===== src/hdl/aftd_pkg.sv =====
// shared constants for the fast threshold detect block
package aftd_pkg;
  localparam int SAMPLE_W = 14;
  localparam int MAG_W = 13;
  localparam int DWELL_W = 16;
  localparam int DATA_W = 8;
  localparam int ADDR_W = 15;
  localparam int NUM_CH = 2;
  localparam int NUM_VC = 8;
  localparam int CSPS_W = 2;
  localparam int LINK_W = 16;
  localparam int OVR_BIT = 1;
  localparam int SHIFT_W = 24;
  localparam int CNT_W = 5;
  // worst-case flag latency allowed; this design needs two cycles
  localparam int FLAG_MAX_LAT = 28;
  localparam logic [CNT_W-1:0] CNT_INSTR = 5'h10;
  localparam logic [CNT_W-1:0] CNT_FRAME = 5'h18;
  localparam logic [ADDR_W-1:0] ADDR_UPPER_LO = 15'h0247;
  localparam logic [ADDR_W-1:0] ADDR_UPPER_HI = 15'h0248;
  localparam logic [ADDR_W-1:0] ADDR_LOWER_LO = 15'h0249;
  localparam logic [ADDR_W-1:0] ADDR_LOWER_HI = 15'h024a;
  localparam logic [ADDR_W-1:0] ADDR_DWELL_LO = 15'h024b;
  localparam logic [ADDR_W-1:0] ADDR_DWELL_HI = 15'h024c;
  localparam logic [ADDR_W-1:0] ADDR_OVR_CLEAR = 15'h0562;
  localparam logic [ADDR_W-1:0] ADDR_OVR_STATUS = 15'h0563;
  localparam logic [MAG_W-1:0] UPPER_RST = 13'h1fff;
  localparam logic [MAG_W-1:0] LOWER_RST = 13'h0000;
  localparam logic [DWELL_W-1:0] DWELL_RST = 16'h0001;
  localparam logic [DWELL_W-1:0] DWELL_MIN = 16'h0001;
  localparam logic [MAG_W-1:0] MAG_FULL = 13'h1fff;
  localparam logic [SAMPLE_W-1:0] MOST_NEG = 14'h2000;
  localparam logic [DATA_W-1:0] CLEAR_RST = 8'h00;
endpackage : aftd_pkg


===== src/hdl/aftd_chan_detect.sv =====
// one channel of magnitude detection with hysteresis and dwell
`timescale 1ns/100ps
module aftd_chan_detect (
  input wire logic core_clk_i,
  input wire logic reset_n_i,
  input wire logic [aftd_pkg::SAMPLE_W-1:0] sample_i,
  input wire logic [aftd_pkg::MAG_W-1:0] upper_i,
  input wire logic [aftd_pkg::MAG_W-1:0] lower_i,
  input wire logic [aftd_pkg::DWELL_W-1:0] dwell_i,
  output logic threshold_flag_o
);
  logic [aftd_pkg::SAMPLE_W-1:0] abs_full;
  logic [aftd_pkg::MAG_W-1:0] mag;
  logic [aftd_pkg::DWELL_W-1:0] below_cnt;
  logic [aftd_pkg::DWELL_W-1:0] dwell_eff;
  logic above;
  logic below;

  ////////////////////////////////////////////////////////////////////////////
  // RULE15 absolute magnitude
  always_comb begin
    abs_full = sample_i[aftd_pkg::SAMPLE_W-1] ? (~sample_i + 1'b1) : sample_i;
  end

  // most negative code has no 13-bit magnitude, so it saturates
  always_ff @(posedge core_clk_i) begin
    if (!reset_n_i) begin
      mag <= '0;
    end else if (abs_full[aftd_pkg::MAG_W]) begin
      mag <= aftd_pkg::MAG_FULL;
    end else begin
      mag <= abs_full[aftd_pkg::MAG_W-1:0];
    end
  end

  // RULE7 zero dwell acts as minimum
  assign dwell_eff = (dwell_i < aftd_pkg::DWELL_MIN) ? aftd_pkg::DWELL_MIN : dwell_i;
  // RULE4 compare at output
  // RULE6 full-resolution compares
  assign above = mag > upper_i;
  assign below = mag < lower_i;

  ////////////////////////////////////////////////////////////////////////////
  // RULE14 restart dwell count
  always_ff @(posedge core_clk_i) begin
    if (!reset_n_i) begin
      below_cnt <= '0;
    end else if (above || !below || below_cnt >= dwell_eff) begin
      below_cnt <= '0;
    end else begin
      below_cnt <= below_cnt + 1'b1;
    end
  end

  // RULE2 set immediately
  // RULE3 clear after dwell
  always_ff @(posedge core_clk_i) begin
    if (!reset_n_i) begin
      threshold_flag_o <= 1'b0;
    end else if (above) begin
      threshold_flag_o <= 1'b1;
    end else if (below && below_cnt >= dwell_eff) begin
      threshold_flag_o <= 1'b0;
    end
  end
endmodule : aftd_chan_detect


===== src/hdl/aftd_ovr_sticky.sv =====
// sticky overrange status per virtual converter with toggle clear
`timescale 1ns/100ps
module aftd_ovr_sticky (
  input wire logic core_clk_i,
  input wire logic reset_n_i,
  input wire logic [aftd_pkg::NUM_VC-1:0] vc_overrange_i,
  input wire logic [aftd_pkg::NUM_VC-1:0] clear_i,
  output logic [aftd_pkg::NUM_VC-1:0] status_o
);
  logic [aftd_pkg::NUM_VC-1:0] clear_q;
  logic [aftd_pkg::NUM_VC-1:0] clear_fall;

  always_ff @(posedge core_clk_i) begin
    if (!reset_n_i) begin
      clear_q <= '0;
    end else begin
      clear_q <= clear_i;
    end
  end

  // RULE13 high then low clears
  assign clear_fall = clear_q & ~clear_i;

  for (genvar v = 0; v < aftd_pkg::NUM_VC; v++) begin : g_vc
    // RULE12 latch each converter; a new event wins over the clear
    always_ff @(posedge core_clk_i) begin
      if (!reset_n_i) begin
        status_o[v] <= 1'b0;
      end else if (vc_overrange_i[v]) begin
        status_o[v] <= 1'b1;
      end else if (clear_fall[v]) begin
        status_o[v] <= 1'b0;
      end
    end
  end
endmodule : aftd_ovr_sticky


===== src/hdl/aftd_top.sv =====
// fast threshold detect, overrange link bit and serial register port
`timescale 1ns/100ps
// Behaviour
// RULE1: separate detect circuit and pin per channel
// RULE2: flag rises at once above upper threshold
// RULE3: flag drops after dwell below lower threshold
// RULE4: upper compare at output, within 28 cycles
// RULE5: thresholds scaled to 8192 full scale
// RULE6: 13-bit lower threshold, full-resolution compare
// RULE7: dwell count 1 to 65535 cycles
// RULE8: upper threshold in byte pair 0x0247
// RULE9: lower pair 0x0249, dwell pair 0x024b
// RULE10: overrange bit aligned with its sample
// RULE11: overrange carried as link control bit
// RULE12: sticky overrange per virtual converter at 0x0563
// RULE13: clear overrange_clear toggled high then low
// RULE14: reset flags, restart dwell above lower
// RULE15: magnitude is 13-bit absolute sample value
module aftd_top (
  input wire logic core_clk_i,
  input wire logic reset_n_i,
  input wire logic [aftd_pkg::SAMPLE_W-1:0] sample_ch0_i,
  input wire logic [aftd_pkg::SAMPLE_W-1:0] sample_ch1_i,
  input wire logic overrange_ch0_i,
  input wire logic overrange_ch1_i,
  input wire logic [aftd_pkg::NUM_VC-1:0] vc_overrange_i,
  input wire logic [aftd_pkg::CSPS_W-1:0] control_bits_per_sample_i,
  input wire logic spi_cs_n_i,
  input wire logic spi_sclk_i,
  input wire logic spi_sdi_i,
  output logic spi_sdo_o,
  output logic spi_sdo_oe_n_o,
  output logic threshold_flag_pin_ch0_o,
  output logic threshold_flag_pin_ch1_o,
  output logic [aftd_pkg::LINK_W-1:0] link_sample_ch0_o,
  output logic [aftd_pkg::LINK_W-1:0] link_sample_ch1_o
);
  logic [aftd_pkg::MAG_W-1:0] upper_thr;
  logic [aftd_pkg::MAG_W-1:0] lower_thr;
  logic [aftd_pkg::DWELL_W-1:0] dwell;
  logic [aftd_pkg::DATA_W-1:0] ovr_clear;
  logic [aftd_pkg::NUM_VC-1:0] ovr_status;

  logic sclk_q;
  logic sclk_rise;
  logic sclk_fall;
  logic [aftd_pkg::CNT_W-1:0] bit_cnt;
  logic [aftd_pkg::SHIFT_W-1:0] shreg;
  logic [aftd_pkg::SHIFT_W-1:0] next_shreg;
  logic [aftd_pkg::ADDR_W:0] instr;
  logic [aftd_pkg::DATA_W-1:0] sdo_shift;
  logic reading;
  logic instr_done;
  logic wr_stb;
  logic [aftd_pkg::ADDR_W-1:0] wr_addr;
  logic [aftd_pkg::DATA_W-1:0] wr_data;
  logic [aftd_pkg::ADDR_W-1:0] rd_addr;
  logic [aftd_pkg::DATA_W-1:0] rd_data;

  logic [aftd_pkg::SAMPLE_W-1:0] sample_arr [aftd_pkg::NUM_CH];
  logic ovr_arr [aftd_pkg::NUM_CH];
  logic flag_arr [aftd_pkg::NUM_CH];
  logic [aftd_pkg::LINK_W-1:0] link_arr [aftd_pkg::NUM_CH];
  logic ctrl_en;

  ////////////////////////////////////////////////////////////////////////////
  // serial port: 16-bit instruction (read flag, 15-bit address), one data byte
  // sclk is sampled as an ordinary input, so it must run well below core_clk
  assign sclk_rise = spi_sclk_i && !sclk_q;
  assign sclk_fall = !spi_sclk_i && sclk_q;
  assign next_shreg = {shreg[aftd_pkg::SHIFT_W-2:0], spi_sdi_i};
  assign instr_done = sclk_rise && !spi_cs_n_i && bit_cnt == aftd_pkg::CNT_INSTR - 1'b1;
  assign wr_stb = sclk_rise && !spi_cs_n_i && bit_cnt == aftd_pkg::CNT_FRAME - 1'b1 &&
                  !instr[aftd_pkg::ADDR_W];
  assign wr_addr = instr[aftd_pkg::ADDR_W-1:0];
  assign wr_data = next_shreg[aftd_pkg::DATA_W-1:0];
  assign rd_addr = next_shreg[aftd_pkg::ADDR_W-1:0];

  always_ff @(posedge core_clk_i) begin
    if (!reset_n_i) begin
      sclk_q <= 1'b0;
    end else begin
      sclk_q <= spi_sclk_i;
    end
  end

  // extra clocks past one frame are ignored until chip select rises
  always_ff @(posedge core_clk_i) begin
    if (!reset_n_i || spi_cs_n_i) begin
      bit_cnt <= '0;
      shreg <= '0;
    end else if (sclk_rise && bit_cnt < aftd_pkg::CNT_FRAME) begin
      bit_cnt <= bit_cnt + 1'b1;
      shreg <= next_shreg;
    end
  end

  always_ff @(posedge core_clk_i) begin
    if (!reset_n_i) begin
      instr <= '0;
    end else if (instr_done) begin
      instr <= next_shreg[aftd_pkg::ADDR_W:0];
    end
  end

  // read data is loaded at the last instruction edge and shifted on falling edges
  always_ff @(posedge core_clk_i) begin
    if (!reset_n_i || spi_cs_n_i) begin
      sdo_shift <= '0;
      reading <= 1'b0;
    end else if (instr_done && next_shreg[aftd_pkg::ADDR_W]) begin
      sdo_shift <= rd_data;
      reading <= 1'b1;
    end else if (sclk_fall && bit_cnt > aftd_pkg::CNT_INSTR) begin
      sdo_shift <= {sdo_shift[aftd_pkg::DATA_W-2:0], 1'b0};
    end
  end

  assign spi_sdo_o = sdo_shift[aftd_pkg::DATA_W-1];
  assign spi_sdo_oe_n_o = !reading;

  ////////////////////////////////////////////////////////////////////////////
  // RULE8 upper threshold pair
  always_ff @(posedge core_clk_i) begin
    if (!reset_n_i) begin
      upper_thr <= aftd_pkg::UPPER_RST;
    end else if (wr_stb && wr_addr == aftd_pkg::ADDR_UPPER_LO) begin
      upper_thr[aftd_pkg::DATA_W-1:0] <= wr_data;
    end else if (wr_stb && wr_addr == aftd_pkg::ADDR_UPPER_HI) begin
      upper_thr[aftd_pkg::MAG_W-1:aftd_pkg::DATA_W] <= wr_data[aftd_pkg::MAG_W-aftd_pkg::DATA_W-1:0];
    end
  end

  // RULE9 lower threshold pair
  always_ff @(posedge core_clk_i) begin
    if (!reset_n_i) begin
      lower_thr <= aftd_pkg::LOWER_RST;
    end else if (wr_stb && wr_addr == aftd_pkg::ADDR_LOWER_LO) begin
      lower_thr[aftd_pkg::DATA_W-1:0] <= wr_data;
    end else if (wr_stb && wr_addr == aftd_pkg::ADDR_LOWER_HI) begin
      lower_thr[aftd_pkg::MAG_W-1:aftd_pkg::DATA_W] <= wr_data[aftd_pkg::MAG_W-aftd_pkg::DATA_W-1:0];
    end
  end

  // RULE9 dwell count pair
  always_ff @(posedge core_clk_i) begin
    if (!reset_n_i) begin
      dwell <= aftd_pkg::DWELL_RST;
    end else if (wr_stb && wr_addr == aftd_pkg::ADDR_DWELL_LO) begin
      dwell[aftd_pkg::DATA_W-1:0] <= wr_data;
    end else if (wr_stb && wr_addr == aftd_pkg::ADDR_DWELL_HI) begin
      dwell[aftd_pkg::DWELL_W-1:aftd_pkg::DATA_W] <= wr_data;
    end
  end

  // RULE13 clear register
  always_ff @(posedge core_clk_i) begin
    if (!reset_n_i) begin
      ovr_clear <= aftd_pkg::CLEAR_RST;
    end else if (wr_stb && wr_addr == aftd_pkg::ADDR_OVR_CLEAR) begin
      ovr_clear <= wr_data;
    end
  end

  // unmapped addresses read as zero
  always_comb begin
    rd_data = '0;
    case (rd_addr)
      aftd_pkg::ADDR_UPPER_LO: rd_data = upper_thr[aftd_pkg::DATA_W-1:0];
      aftd_pkg::ADDR_UPPER_HI: rd_data[aftd_pkg::MAG_W-aftd_pkg::DATA_W-1:0] =
                                 upper_thr[aftd_pkg::MAG_W-1:aftd_pkg::DATA_W];
      aftd_pkg::ADDR_LOWER_LO: rd_data = lower_thr[aftd_pkg::DATA_W-1:0];
      aftd_pkg::ADDR_LOWER_HI: rd_data[aftd_pkg::MAG_W-aftd_pkg::DATA_W-1:0] =
                                 lower_thr[aftd_pkg::MAG_W-1:aftd_pkg::DATA_W];
      aftd_pkg::ADDR_DWELL_LO: rd_data = dwell[aftd_pkg::DATA_W-1:0];
      aftd_pkg::ADDR_DWELL_HI: rd_data = dwell[aftd_pkg::DWELL_W-1:aftd_pkg::DATA_W];
      aftd_pkg::ADDR_OVR_CLEAR: rd_data = ovr_clear;
      aftd_pkg::ADDR_OVR_STATUS: rd_data = ovr_status;
      default: rd_data = '0;
    endcase
  end

  ////////////////////////////////////////////////////////////////////////////
  // RULE12 sticky status
  aftd_ovr_sticky u_sticky (
    .core_clk_i(core_clk_i),
    .reset_n_i(reset_n_i),
    .vc_overrange_i(vc_overrange_i),
    .clear_i(ovr_clear),
    .status_o(ovr_status)
  );

  ////////////////////////////////////////////////////////////////////////////
  assign sample_arr[0] = sample_ch0_i;
  assign sample_arr[1] = sample_ch1_i;
  assign ovr_arr[0] = overrange_ch0_i;
  assign ovr_arr[1] = overrange_ch1_i;
  assign ctrl_en = control_bits_per_sample_i != '0;

  for (genvar c = 0; c < aftd_pkg::NUM_CH; c++) begin : g_ch
    // RULE1 independent detector
    // RULE5 thresholds share 13-bit magnitude scale
    aftd_chan_detect u_det (
      .core_clk_i(core_clk_i),
      .reset_n_i(reset_n_i),
      .sample_i(sample_arr[c]),
      .upper_i(upper_thr),
      .lower_i(lower_thr),
      .dwell_i(dwell),
      .threshold_flag_o(flag_arr[c])
    );

    // RULE10 sample and bit share one register
    // RULE11 control bit when enabled
    always_ff @(posedge core_clk_i) begin
      if (!reset_n_i) begin
        link_arr[c] <= '0;
      end else begin
        link_arr[c] <= {sample_arr[c], ctrl_en && ovr_arr[c], 1'b0};
      end
    end
  end

  assign threshold_flag_pin_ch0_o = flag_arr[0];
  assign threshold_flag_pin_ch1_o = flag_arr[1];
  assign link_sample_ch0_o = link_arr[0];
  assign link_sample_ch1_o = link_arr[1];
endmodule : aftd_top


===== config.mk =====
export PLATFORM = sky130hd
export DESIGN_NAME = aftd_top
export DESIGN_NICKNAME = d
export VERILOG_FILES = /design/src/hdl/aftd_pkg.sv /design/src/hdl/aftd_chan_detect.sv /design/src/hdl/aftd_ovr_sticky.sv /design/src/hdl/aftd_top.sv
export SDC_FILE = /design/constraint.sdc
export NUM_CORES = 1
export LEC_CHECK = 0
export ABC_CLOCK_PERIOD_IN_PS = 2900
export BUFFER_PORTS_ARGS = -buffer_cell sky130_fd_sc_hd__buf_4
export CORE_UTILIZATION = 50
export CTS_BUF_LIST = sky130_fd_sc_hd__clkbuf_4 sky130_fd_sc_hd__clkbuf_8
export DETAILED_ROUTE_END_ITERATION = 7
export GPL_TIMING_DRIVEN = 0
export PLACE_DENSITY = 0.69
export SYNTH_ARGS = -nofsm -noshare
export SYNTH_HDL_FRONTEND = slang
export SYNTH_HIERARCHICAL = 1
export SYNTH_SLANG_ARGS = --single-unit
export TNS_END_PERCENT = 50

===== constraint.sdc =====
create_clock -name core_clk_i -period 2.9 [get_ports core_clk_i]
set_clock_uncertainty 0.05 [all_clocks]
set_input_delay 0.29 -clock core_clk_i [delete_from_list [all_inputs] [get_ports core_clk_i]]
set_output_delay 0.29 -clock core_clk_i [all_outputs]
set_load 0.05 [all_outputs]

== Word level (Yosys, flattened, before mapping) ==
Memory sizes are Yosys's and may differ from the RTL's.
Index checks and enable logic that the tools add are counted.

* Register bits: 172
* Memory bits (writable): 30
* Input port bits: 45
* Output and inout bits: 36
* Word-level logic and storage cells: 153
* Memories: 1

{| class="wikitable"
|+ Memories
! name !! words !! width !! rd ports !! clocked after Yosys merged registers in !! write ports !! line !! text
|-
| link_arr || 2 || 15 || 2 || 0 || 2 || aftd_top.sv:63 || <nowiki>logic [aftd_pkg::LINK_W-1:0] link_arr [aftd_pkg::NUM_CH];</nowiki>
|}

* Add/subtract/negate cells: 5
* Magnitude comparators: 9
* Eq/ne operators: 17
* Multiplexer cells: 33
* Bitwise logic cells: 10
* Reductions and logical operators: 50

{| class="wikitable"
|+ Operators with widths
! kind !! count
|-
| $eq 15x10->1 const B || 12
|-
| $eq 15x11->1 const B || 3
|-
| $pmux 5 s8 || 1
|-
| $add 16x1->16 const B || 2
|-
| $ge 16x16->1 || 2
|-
| $mux 15 || 2
|-
| $add 14x1->14 const B || 2
|-
| $mux 14 || 2
|-
| $not 14->14 || 2
|-
| $gt 13x13->1 || 2
|-
| $lt 13x13->1 || 2
|-
| $mux 13 || 2
|-
| $reduce_bool 2->1 || 12
|-
| $mux 1 || 22
|-
| $logic_and 1x1->1 || 20
|-
| $pmux 3 s6 || 1
|-
| $lt 16x1->1 const B || 1
|-
| $mux 16 || 1
|-
| $mux 8 || 2
|-
| $and 8x8->8 || 1
|-
| $logic_not 1->1 || 8
|-
| $not 8->8 || 1
|-
| $reduce_and 2->1 || 3
|-
| $add 5x1->5 const B || 1
|-
| other kinds (8) || 17
|}

== Depth between registers and ports, before layout ==
Gate-level depths: netlist of the first run.

* Depth after elaboration: 8
* Depth in mapped cells: 11
* Gate-level depth less buffers: 9

== By module ==
The synthesis of the first run kept the hierarchy.

{| class="wikitable"
|+ Modules (own cells, without submodules)
! module !! instances !! cells an instance !! area an instance (sq um) !! seq. area each (sq um)
|-
| aftd_top || 1 || 595 || 5420.2 || 2522.4
|-
| aftd_chan_detect || 2 || 291 || 2377.3 || 600.6
|-
| aftd_ovr_sticky || 1 || 49 || 571.8 || 320.3
|}

== Least setup slack after synthesis of the first run ==
Ideal clock, no wire load.

* Path type: register -> register
* Start: register dwell[8] in the netlist's numbering
* End: register g_ch[1].u_det/below_cnt[10] in the netlist's numbering
* Setup time: 0.064 ns
* Arrival time: 2.279 ns
* Data required time: 2.786 ns
* Slack: 0.507 ns
* Stages on the path, launching flop included: 12
* Buffers on the path: 2
* Clock period less this slack: 2.393 ns
* Cell sequence: dfxtp_1 > nor4_1 > a41o_1 > ha_1 > nand2b_1 > a2111oi_0 > or4b_1 > nand3_1 > nand4bb_1 > buf_2 > buf_2 > nor2_1

* Longest elaborated chain between the ends: 5

{| class="wikitable"
|+ Ends and longest elaborated chain
! what !! line !! text
|-
| from (decl) || aftd_top.sv:40 || <nowiki>logic [aftd_pkg::DWELL_W-1:0] dwell;</nowiki>
|-
| from (signal assigned) || aftd_top.sv:148 || <nowiki>dwell <= aftd_pkg::DWELL_RST;</nowiki>
|-
| from (signal, indexed assignment) || aftd_top.sv:150 || <nowiki>dwell[aftd_pkg::DATA_W-1:0] <= wr_data;</nowiki>
|-
| from (signal, indexed assignment) || aftd_top.sv:152 || <nowiki>dwell[aftd_pkg::DWELL_W-1:aftd_pkg::DATA_W] <= wr_data;</nowiki>
|-
| $lt 16x1->1 || aftd_chan_detect.sv:37 || <nowiki>assign dwell_eff = (dwell_i < aftd_pkg::DWELL_MIN) ? aftd_pkg::DWELL_MIN : dwell_i;</nowiki>
|-
| $mux 16 * || aftd_chan_detect.sv:37 ||
|-
| $ge 16x16->1 * || aftd_chan_detect.sv:48 || <nowiki>end else if (above || !below || below_cnt >= dwell_eff) begin</nowiki>
|-
| $logic_or 1x1->1 * || aftd_chan_detect.sv:48 ||
|-
| $reduce_or 2->1 (no line) * || - ||
|-
| to (signal assigned) || aftd_chan_detect.sv:51 || <nowiki>below_cnt <= below_cnt + 1'b1;</nowiki>
|-
| to (decl) || aftd_chan_detect.sv:14 || <nowiki>logic [aftd_pkg::DWELL_W-1:0] below_cnt;</nowiki>
|}

Every way passes the cells marked *; elsewhere a longest branch is shown, timed or not.
A chain may end at the register's enable or synchronous reset.

== Worst setup path in the final report of the first run ==
* Start: register shreg[13] in the netlist's numbering
* End: register sdo_shift[0] in the netlist's numbering

* Longest elaborated chain between the ends: 3
* Elaborated cells between the ends (all ways): 10
* Classes of those cells: eq/ne (8); mux (2)

{| class="wikitable"
|+ Ends and longest elaborated chain
! what !! line !! text
|-
| from (decl) || aftd_top.sv:48 || <nowiki>logic [aftd_pkg::SHIFT_W-1:0] shreg;</nowiki>
|-
| from (signal assigned) || aftd_top.sv:94 || <nowiki>shreg <= next_shreg;</nowiki>
|-
| $eq 15x11->1 or $eq 15x10->1 (tied branches) || aftd_top.sv:168 || <nowiki>case (rd_addr)</nowiki>
|-
| $pmux 5 s8 * || aftd_top.sv:168 ||
|-
| $mux 8 * || aftd_top.sv:111 || <nowiki>end else if (instr_done && next_shreg[aftd_pkg::ADDR_W]) begin</nowiki>
|-
| to (signal assigned) || aftd_top.sv:112 || <nowiki>sdo_shift <= rd_data;</nowiki>
|-
| to (signal assigned) || aftd_top.sv:115 || <nowiki>sdo_shift <= {sdo_shift[aftd_pkg::DATA_W-2:0], 1'b0};</nowiki>
|-
| to (decl) || aftd_top.sv:51 || <nowiki>logic [aftd_pkg::DATA_W-1:0] sdo_shift;</nowiki>
|}

Marked as above.

==> metrics.csv, run 1 <==
stage;metric;value;unit
global_routing;GRT overflow;0;
floorplan;# rows;53;
logic_synthesis;Syn Inst Count;1226;
power;combinational share of power;0.101;
routing;DR pass1 iterations;5;
cells_and_area;layout net count;1516;
logic_synthesis;Ys Warns;6;
setup_path;CP Cell Sequence;nor4_1, clkbuf_1, nand2_1, a311oi_2, o21ai_0, a21oi_1;
power;Seq pwr share;0.458;
job;Max Cap Viol;0;
sta;setup violators final;0;
logic_synthesis;top cells by area, synth;dfxtp_1 (38%), ha_1 (10%), nand2_1 (5.0%);
sta;Slew HR;0.380;
logic_synthesis;sequential area share after synthesis;0.376;
sta;final hold slack;0.104;ns
setup_path;buffers and inverters on the worst path;1;
logic_synthesis;post-synthesis cell area;0.0107;mm2
sta;Worst Tran Pin Value;0.921;ns
floorplan;Core Area;0.0210;mm2
setup_path;Top delay family on crit path;simple AND/OR/NAND/NOR gates;
setup_path;CP max-delay cell;nor4_1;
routing;ANT nets after route;0;
setup_path;largest stage delay on the critical path;0.81;ns
worst_hold_path;HP Class;primary input to register;
clocking;CTS tree;yes;
placed_design;dpl ws;-0.0202;ns
cells_and_area;final core area utilization;0.615;
setup_path;crit-path max FO;10;
setup_path;WP data required;3.31;ns
logic_synthesis;Main synth FF type;dfxtp_1;
routing;via count;9218;
setup_path;CP startpoint kind;register;
sta;RSZ-0062 raised after global routing;no;
sta;Fmax;0.370;GHz
sta;max-slew violation count;0;
logic_synthesis;Synth async-reset ratio;0;
logic_synthesis;post-synth top area share;0.376;
global_routing;vias in the first global route;8822;
placed_design;GPL Wtd Cong;0.902;
sta;Final TNS setup;0;ns
cells_and_area;fraction of layout cells with a size suffix above 1;0.175;
sta;final worst slack;0.199;ns
floorplan;Die ar.;0.0221;mm2
power;Psw;1.61;mW
logic_synthesis;EDFF count, synth;0;
global_routing;largest net degree at the start of global routing;15;
power;Leak Pwr;5.16;nW
clocking;Sink Count;202;
global_routing;initial antenna violation count;0;
clocking;Post-CTS Setup Inserts;0;
clocking;H-tree levels;2;
floorplan;initial core utilization;0.511;
routing;Via density;5.47;
power;Internal Power;4.69;mW
logic_synthesis;most numerous cell in the Yosys netlist;dfxtp_1;
power;sw frac;0.255;
clocking;clk slew on worst S/H paths;0.07;ns
logic_synthesis;post-synthesis cell type count;76;
sta;fin crit period;2.70;ns
logic_synthesis;Synth area leader;dfxtp_1;
setup_path;Arr. time, crit path;3.11;ns
logic_synthesis;Syn Area/Cell;8.77;um2
sta;Fin. Hold Viols;0;
clocking;CTS Buffer Depth;3;
floorplan;Die X-Extent;149;um
sta;Tcrit/Tclk final;0.931;
routing;detailed-route DRC error count;0;
floorplan;I/O Pins;81;
clocking;cts bufs inserted;36;
clocking;root buffer cell;clkbuf_8;
global_routing;first-pass GRT wire length;45.1;mm
clocking;Worst-Skew Late Latency;0.53;ns
power;PwrDens;487;mW/mm2
cells_and_area;number of antenna diodes;0;
setup_path;crit path kind;register to register;
power;Peak VDD IR;0.000352;V
logic_synthesis;Synth top cells by count;dfxtp_1 (202), nand2_1 (142), inv_1 (110);
routing;starting DRC count in detailed routing;584;
routing;WL per Instance;16.6;um
placed_design;Detailed Place HPWL;20.2;mm
setup_path;CP Capture Type;register;
status;status;finished clean;
cells_and_area;P&R area growth vs syn;20.2;%
global_routing;Total Routing Usage GR;0.259;
power;clock network power share;0.441;
placed_design;port bufs;78;
logic_synthesis;Yosys reg bits;202;
routing;routed wire length;28.0;mm
floorplan;Die H;149;um
==> per-stage QoR <==
stage | total power [mW] | cell area (um2) | std cells
CTS | 6.36 | 12900 | 1687
global route | 6.58 | 12900 | 1685
floorplan | 3.32 | 10800 | 1227
global placement | 3.52 | 11700 | 1580
detailed placement | 3.53 | 11700 | 1580
finish | 6.30 | 12900 | 1685
==> cell usage in the layout (no fill, tap or decap), drive strengths merged, types with 8 or more instances in the layout <==
cell type    Yosys  final
and2            41     41
clkbuf          39     95
ha              89     89
buf             14     90
a221oi           8      8
o21a             8      8
mux2i           28     28
xnor2           13     13
clkinv           0      8
dlygate4sd3      0     41
a21boi          16     16
inv            110    110
and4             9      9
xor2            38     38
o221ai           8      8
nor4            13     13
dfxtp          202    202
nor3             9      9
nand2          142    142
nor3b           15     15
a21oi           74     74
o21ai           56     56
nor2b           20     20
a211oi           8      8
nand4           28     28
nand3           56     56
nand2b           8      8
nor2            81     81
==> power by group through the flow <==
stage | combinational (mW) | sequential (mW) | clock, mW
3_5_place_dp | 0.582 | 2.95 | 0
5_1_grt | 0.701 | 2.89 | 2.98
6_report | 0.635 | 2.89 | 2.78
2_1_floorplan | 0.305 | 3.01 | 0
3_3_place_gp | 0.571 | 2.95 | 0
4_1_cts | 0.630 | 2.89 | 2.84
==> final timing paths <==
check	startpoint	to	slack, ns	depth (start not counted)
worst max-delay path	shreg[13]$_SDFFE_PP0P_	sdo_shift[0]$_SDFFE_PP0P_	0.20	6
worst min-delay path	reset_n_i	g_ch[1].u_det/mag[11]$_SDFF_PN0_	0.10	3
worst max register to register	shreg[13]$_SDFFE_PP0P_	sdo_shift[0]$_SDFFE_PP0P_	0.20	6
worst min register to register	reading$_SDFFE_PP0N_	reading$_SDFFE_PP0N_	0.42	2
==> worst register-to-register path: stages (launching register included) <==
cell and delay (ns):
dfxtp_1 0.33, nor4_1 0.81, clkbuf_1 0.40, nand2_1 0.12, a311oi_2 0.48, o21ai_0 0.27, a21oi_1 0.18
==> state kept, by name (all words and copies together) (netlist names) <==
| name | cells |
|---|---|
| link_arr | 30 |
| upper_thr | 13 |
| dwell | 16 |
| sclk_q | 1 |
| lower_thr | 13 |
| bit_cnt | 5 |
| u_sticky/status_o | 8 |
| sdo_shift | 8 |
| instr | 16 |
| ovr_clear | 8 |
| shreg | 15 |
| reading | 1 |
| g_ch.u_det/mag | 26 |
| u_sticky/clear_q | 8 |
| g_ch.u_det/threshold_flag_o | 2 |
| g_ch.u_det/below_cnt | 32 |
==> cell families after synthesis <==
logic type,count (synthesis),share of synthesized area
xor+xnor,51,0.0416
buf+inv,163,0.0644
mux,36,0.0355
fa+ha+maj,89,0.104
flops,202,0.376
simple gates,461,0.240
compound gates,223,0.138
other cells,1,0.000349
==> layout make-up <==
| type | instances | area, um2 |
|---|---|---|
| Timing Repair Buffer | 119 | 996 |
| Clock inverter | 10 | 55.1 |
| Inverter | 110 | 413 |
| Clock buffer | 56 | 714 |
| Sequential cell | 202 | 4060 |
| Multi-Input combinational cell | 862 | 6070 |
| Buffer | 51 | 270 |
| Fill cell | 1786 | 8100 |
| Tap cell | 275 | 344 |
==> routing by layer <==
metal / wire [um] / vias up / share of wire / GRT usage
li1: - / 4589 / - / -
met1: 12700 / 4249 / 0.45 / 0.349
met2: 12200 / 302 / 0.44 / 0.401
met3: 2020 / 78 / 0.072 / 0.0488
met4: 1060 / 0 / 0.038 / 0.115
met5: 0 / - / 0 / 0
==> what timing repair did <==
item,CTS,global route
pin swaps,0,2
hold buffers,41,0
hold endpoints to repair,43,0
endpoints found under the setup margin,10,27
gates resized for setup,2,24
cloned,0,0
Power figures use the tool's default switching activity.
==> run 2, diff against run 1 <==
--- a/config.mk
+++ b/config.mk
@@ -6,7 +6,7 @@
 export NUM_CORES = 1
 export LEC_CHECK = 0
 export ABC_CLOCK_PERIOD_IN_PS = 2900
-export BUFFER_PORTS_ARGS = -buffer_cell sky130_fd_sc_hd__buf_4
+export BUFFER_PORTS_ARGS = -buffer_cell sky130_fd_sc_hd__buf_2
 export CORE_UTILIZATION = 50
 export CTS_BUF_LIST = sky130_fd_sc_hd__clkbuf_4 sky130_fd_sc_hd__clkbuf_8
 export DETAILED_ROUTE_END_ITERATION = 7
==> metrics.csv, run 2 (same netlist as run 1, synthesis figures left out) <==
stage;metric;value;unit;change
routing;routed wl met2;12.6;mm;was 12.2 mm
placed_design;dpl cell area;0.0115;mm2;was 0.0117 mm2
worst_hold_path;Hold Crit Start;sample_ch1_i[10];;was reset_n_i
routing;via count;9235;;was 9218
clocking;Worst-Skew Late Latency;0.55;ns;was 0.53 ns
worst_hold_path;hold path depth;2;;was 3
clocking;H-tree levels;2;;unchanged
setup_path;crit path kind;register to register;;unchanged
routing;Metal-1 WL;13.2;mm;was 12.7 mm
sta;Fmax;0.356;GHz;was 0.370 GHz
clocking;root buffer cell;clkbuf_8;;unchanged
clocking;cts bufs inserted;37;;was 36
status;status;finished clean;;unchanged
cells_and_area;multi-input combinational cell area;0.00606;mm2;was 0.00607 mm2
setup_path;reg-to-reg startpoint;dwell[8]$_SDFFE_PN0P_;;was shreg[13]$_SDFFE_PP0P_
cells_and_area;Reg with most FFs;g_ch.u_det/below_cnt;;unchanged
setup_path;crit-path max FO;10;;unchanged
routing;detailed-route DRC error count;0;;unchanged
routing;routed wire length;28.3;mm;was 28.0 mm
sta;Tcrit/Tclk final;0.969;;was 0.931
cells_and_area;most frequent cells in the layout;dfxtp_1 (190), nand2_1 (142), inv_1 (110);;was dfxtp_1 (189), nand2_1 (142), inv_1 (110)
routing;Detail Route met3 WL;1.81;mm;was 2.02 mm
floorplan;initial core utilization;0.511;;unchanged
routing;WL per Instance;16.9;um;was 16.6 um
floorplan;Core Area;0.0210;mm2;unchanged
global_routing;initial antenna violation count;0;;unchanged
clocking;CTS Buffer Depth;3;;unchanged
cells_and_area;Final Instance Area;0.0127;mm2;was 0.0129 mm2
cells_and_area;register area;0.00406;mm2;about the same
power;Leak Pwr;5.11;nW;was 5.16 nW
power;combinational share of power;0.094;;was 0.101
placed_design;GPL Wtd Cong;0.931;;was 0.902
global_routing;vias in the first global route;8709;;was 8822
setup_path;CP Capture Type;register;;unchanged
job;Max Cap Viol;0;;unchanged
sta;setup violators final;0;;unchanged
floorplan;I/O Pins;81;;unchanged
worst_hold_path;HP Class;primary input to register;;unchanged
cells_and_area;layout net count;1515;;was 1516
routing;ANT nets after route;0;;unchanged
routing;DR pass1 iterations;6;;was 5
power;Peak VDD IR;0.000389;V;was 0.000352 V
placed_design;Detailed Place HPWL;20.2;mm;about the same
global_routing;GRT overflow;0;;unchanged
floorplan;Die ar.;0.0221;mm2;unchanged
power;sw frac;0.251;;was 0.255
setup_path;Arr. time, crit path;3.23;ns;was 3.11 ns
floorplan;Die H;149;um;unchanged
global_routing;largest net degree at the start of global routing;15;;unchanged
clocking;CTS tree;yes;;unchanged
clocking;Sink Count;202;;unchanged
setup_path;FF-to-FF path depth;11;;was 6
placed_design;port bufs;78;;unchanged
power;Internal Power;4.80;mW;was 4.69 mW
setup_path;worst reg2reg path endpoint;g_ch[1].u_det/below_cnt[8]$_SDFF_PP0_;;was sdo_shift[0]$_SDFFE_PP0P_
routing;max layer used;met4;;unchanged
power;Final Power;6.41;mW;was 6.30 mW
floorplan;# rows;53;;unchanged
global_routing;first-pass GRT wire length;44.8;mm;was 45.1 mm
sta;max-slew violation count;0;;unchanged
power;clock network power share;0.455;;was 0.441
routing;Via density;5.49;;was 5.47
power;Psw;1.61;mW;about the same
cells_and_area;P&R area growth vs syn;18.4;%;was 20.2%
power;Seq pwr share;0.451;;was 0.458
cells_and_area;fraction of layout cells with a size suffix above 1;0.174;;was 0.175
clocking;clk slew on worst S/H paths;0.05;ns;was 0.07 ns
cells_and_area;most common cell after layout, fill and taps aside;dfxtp_1;;unchanged
floorplan;Die X-Extent;149;um;unchanged
cells_and_area;top flop regs;g_ch.u_det/below_cnt (32), link_arr (30), g_ch.u_det/mag (26);;unchanged
global_routing;Total Routing Usage GR;0.258;;was 0.259
cells_and_area;Filler cells;1779;;was 1786
sta;Fin. Hold Viols;0;;unchanged
sta;fin crit period;2.81;ns;was 2.70 ns
power;PwrDens;504;mW/mm2;was 487 mW/mm2
cells_and_area;number of antenna diodes;0;;unchanged
worst_hold_path;worst hold endpoint;link_arr[1][11]$_SDFF_PN0_;;was g_ch[1].u_det/mag[11]$_SDFF_PN0_
setup_path;WP data required;3.32;ns;was 3.31 ns
sta;Worst Tran Pin Value;0.922;ns;was 0.921 ns
routing;starting DRC count in detailed routing;466;;was 584
sta;Slew HR;0.380;;about the same
setup_path;reg2reg setup slack;0.09;ns;was 0.20 ns
cells_and_area;max FFs per register;32;;unchanged
setup_path;CP startpoint kind;register;;unchanged
==> run 2: cell types whose count changed in the layout (fill, tap and decap cells not counted), moves of 2 or more <==
cell	change
buf_2	+79
buf_4	-78
clkbuf_4	+2
clkinv_2	-6
clkinvlp_4	-2
dlygate4sd3_1	-3
==> run 2: what timing repair did <==
action                                  4_1_cts  5_1_grt
gates resized for setup                       0       21
endpoints found under the setup margin        0       20
setup buffers                                 0        0
endpoints found under the hold margin        39        0
hold buffers                                 38        0
==> run 2: routing by layer <==
metal	vias up	GRT usage
met3	52	0.0402
met1	4330	0.353
met2	273	0.413
met5	-	0
met4	0	0.0830
li1	4580	-
==> run 2: per-stage QoR <==
stage	utilization	cells	TNS, ns	setup slack [ns]	hold slack [ns]
final	0.605	1681	0	0.0891	0.0164
after floorplan	-	1227	0	0.507	0.352
after global placement	0.546	1580	0	0.0885	0.388
after CTS	0.603	1682	0	0.0139	0.00135
after detailed placement	0.546	1580	0	0.0283	0.395
after global routing	0.605	1681	-0.0741	-0.0199	0.0217
==> run 2: layout make-up <==
cell class	count	area share
Tap cell	275	0.0270
Buffer	52	0.0215
Sequential cell	202	0.319
Inverter	110	0.0325
Multi-Input combinational cell	862	0.476
Clock buffer	59	0.0584
Clock inverter	5	0.00472
Timing Repair Buffer	116	0.0606
==> run 2: critical path, cell delays in order, from the launching register on <==
cell and delay, ns:
dfxtp_2 0.38, nor4_1 0.30, a41o_1 0.25, ha_1 0.24, nand2b_1 0.16, a2111oi_2 0.37, or4b_1 0.18, nand3_1 0.12
nand4bb_1 0.21, buf_2 0.18, buf_2 0.19, nor2_1 0.11
==> run 2: power groups by stage <==
| stage | Clock, mW | Combinational (mW) | Sequential [mW] |
|---|---|---|---|
| after global placement | 0 | 0.540 | 2.95 |
| final | 2.92 | 0.604 | 2.89 |
| after floorplan | 0 | 0.305 | 3.01 |
| after CTS | 2.99 | 0.594 | 2.89 |
| after global routing | 3.11 | 0.664 | 2.90 |
| after detailed placement | 0 | 0.551 | 2.95 |
==> run 2: worst max-delay path by stage <==
stage | startpoint | endpoint | slack, ns
floorplan | dwell[8]$_SDFFE_PN0P_ | g_ch[1].u_det/below_cnt[10]$_SDFF_PP0_ | 0.51
global placement | dwell[8]$_SDFFE_PN0P_ | g_ch[1].u_det/below_cnt[11]$_SDFF_PP0_ | 0.09
detailed placement | dwell[15]$_SDFFE_PN0P_ | g_ch[0].u_det/below_cnt[8]$_SDFF_PP0_ | 0.03
CTS | dwell[15]$_SDFFE_PN0P_ | g_ch[0].u_det/below_cnt[11]$_SDFF_PP0_ | 0.01
global route | dwell[15]$_SDFFE_PN0P_ | g_ch[1].u_det/below_cnt[11]$_SDFF_PP0_ | -0.02
finish | dwell[8]$_SDFFE_PN0P_ | g_ch[1].u_det/below_cnt[8]$_SDFF_PP0_ | 0.09
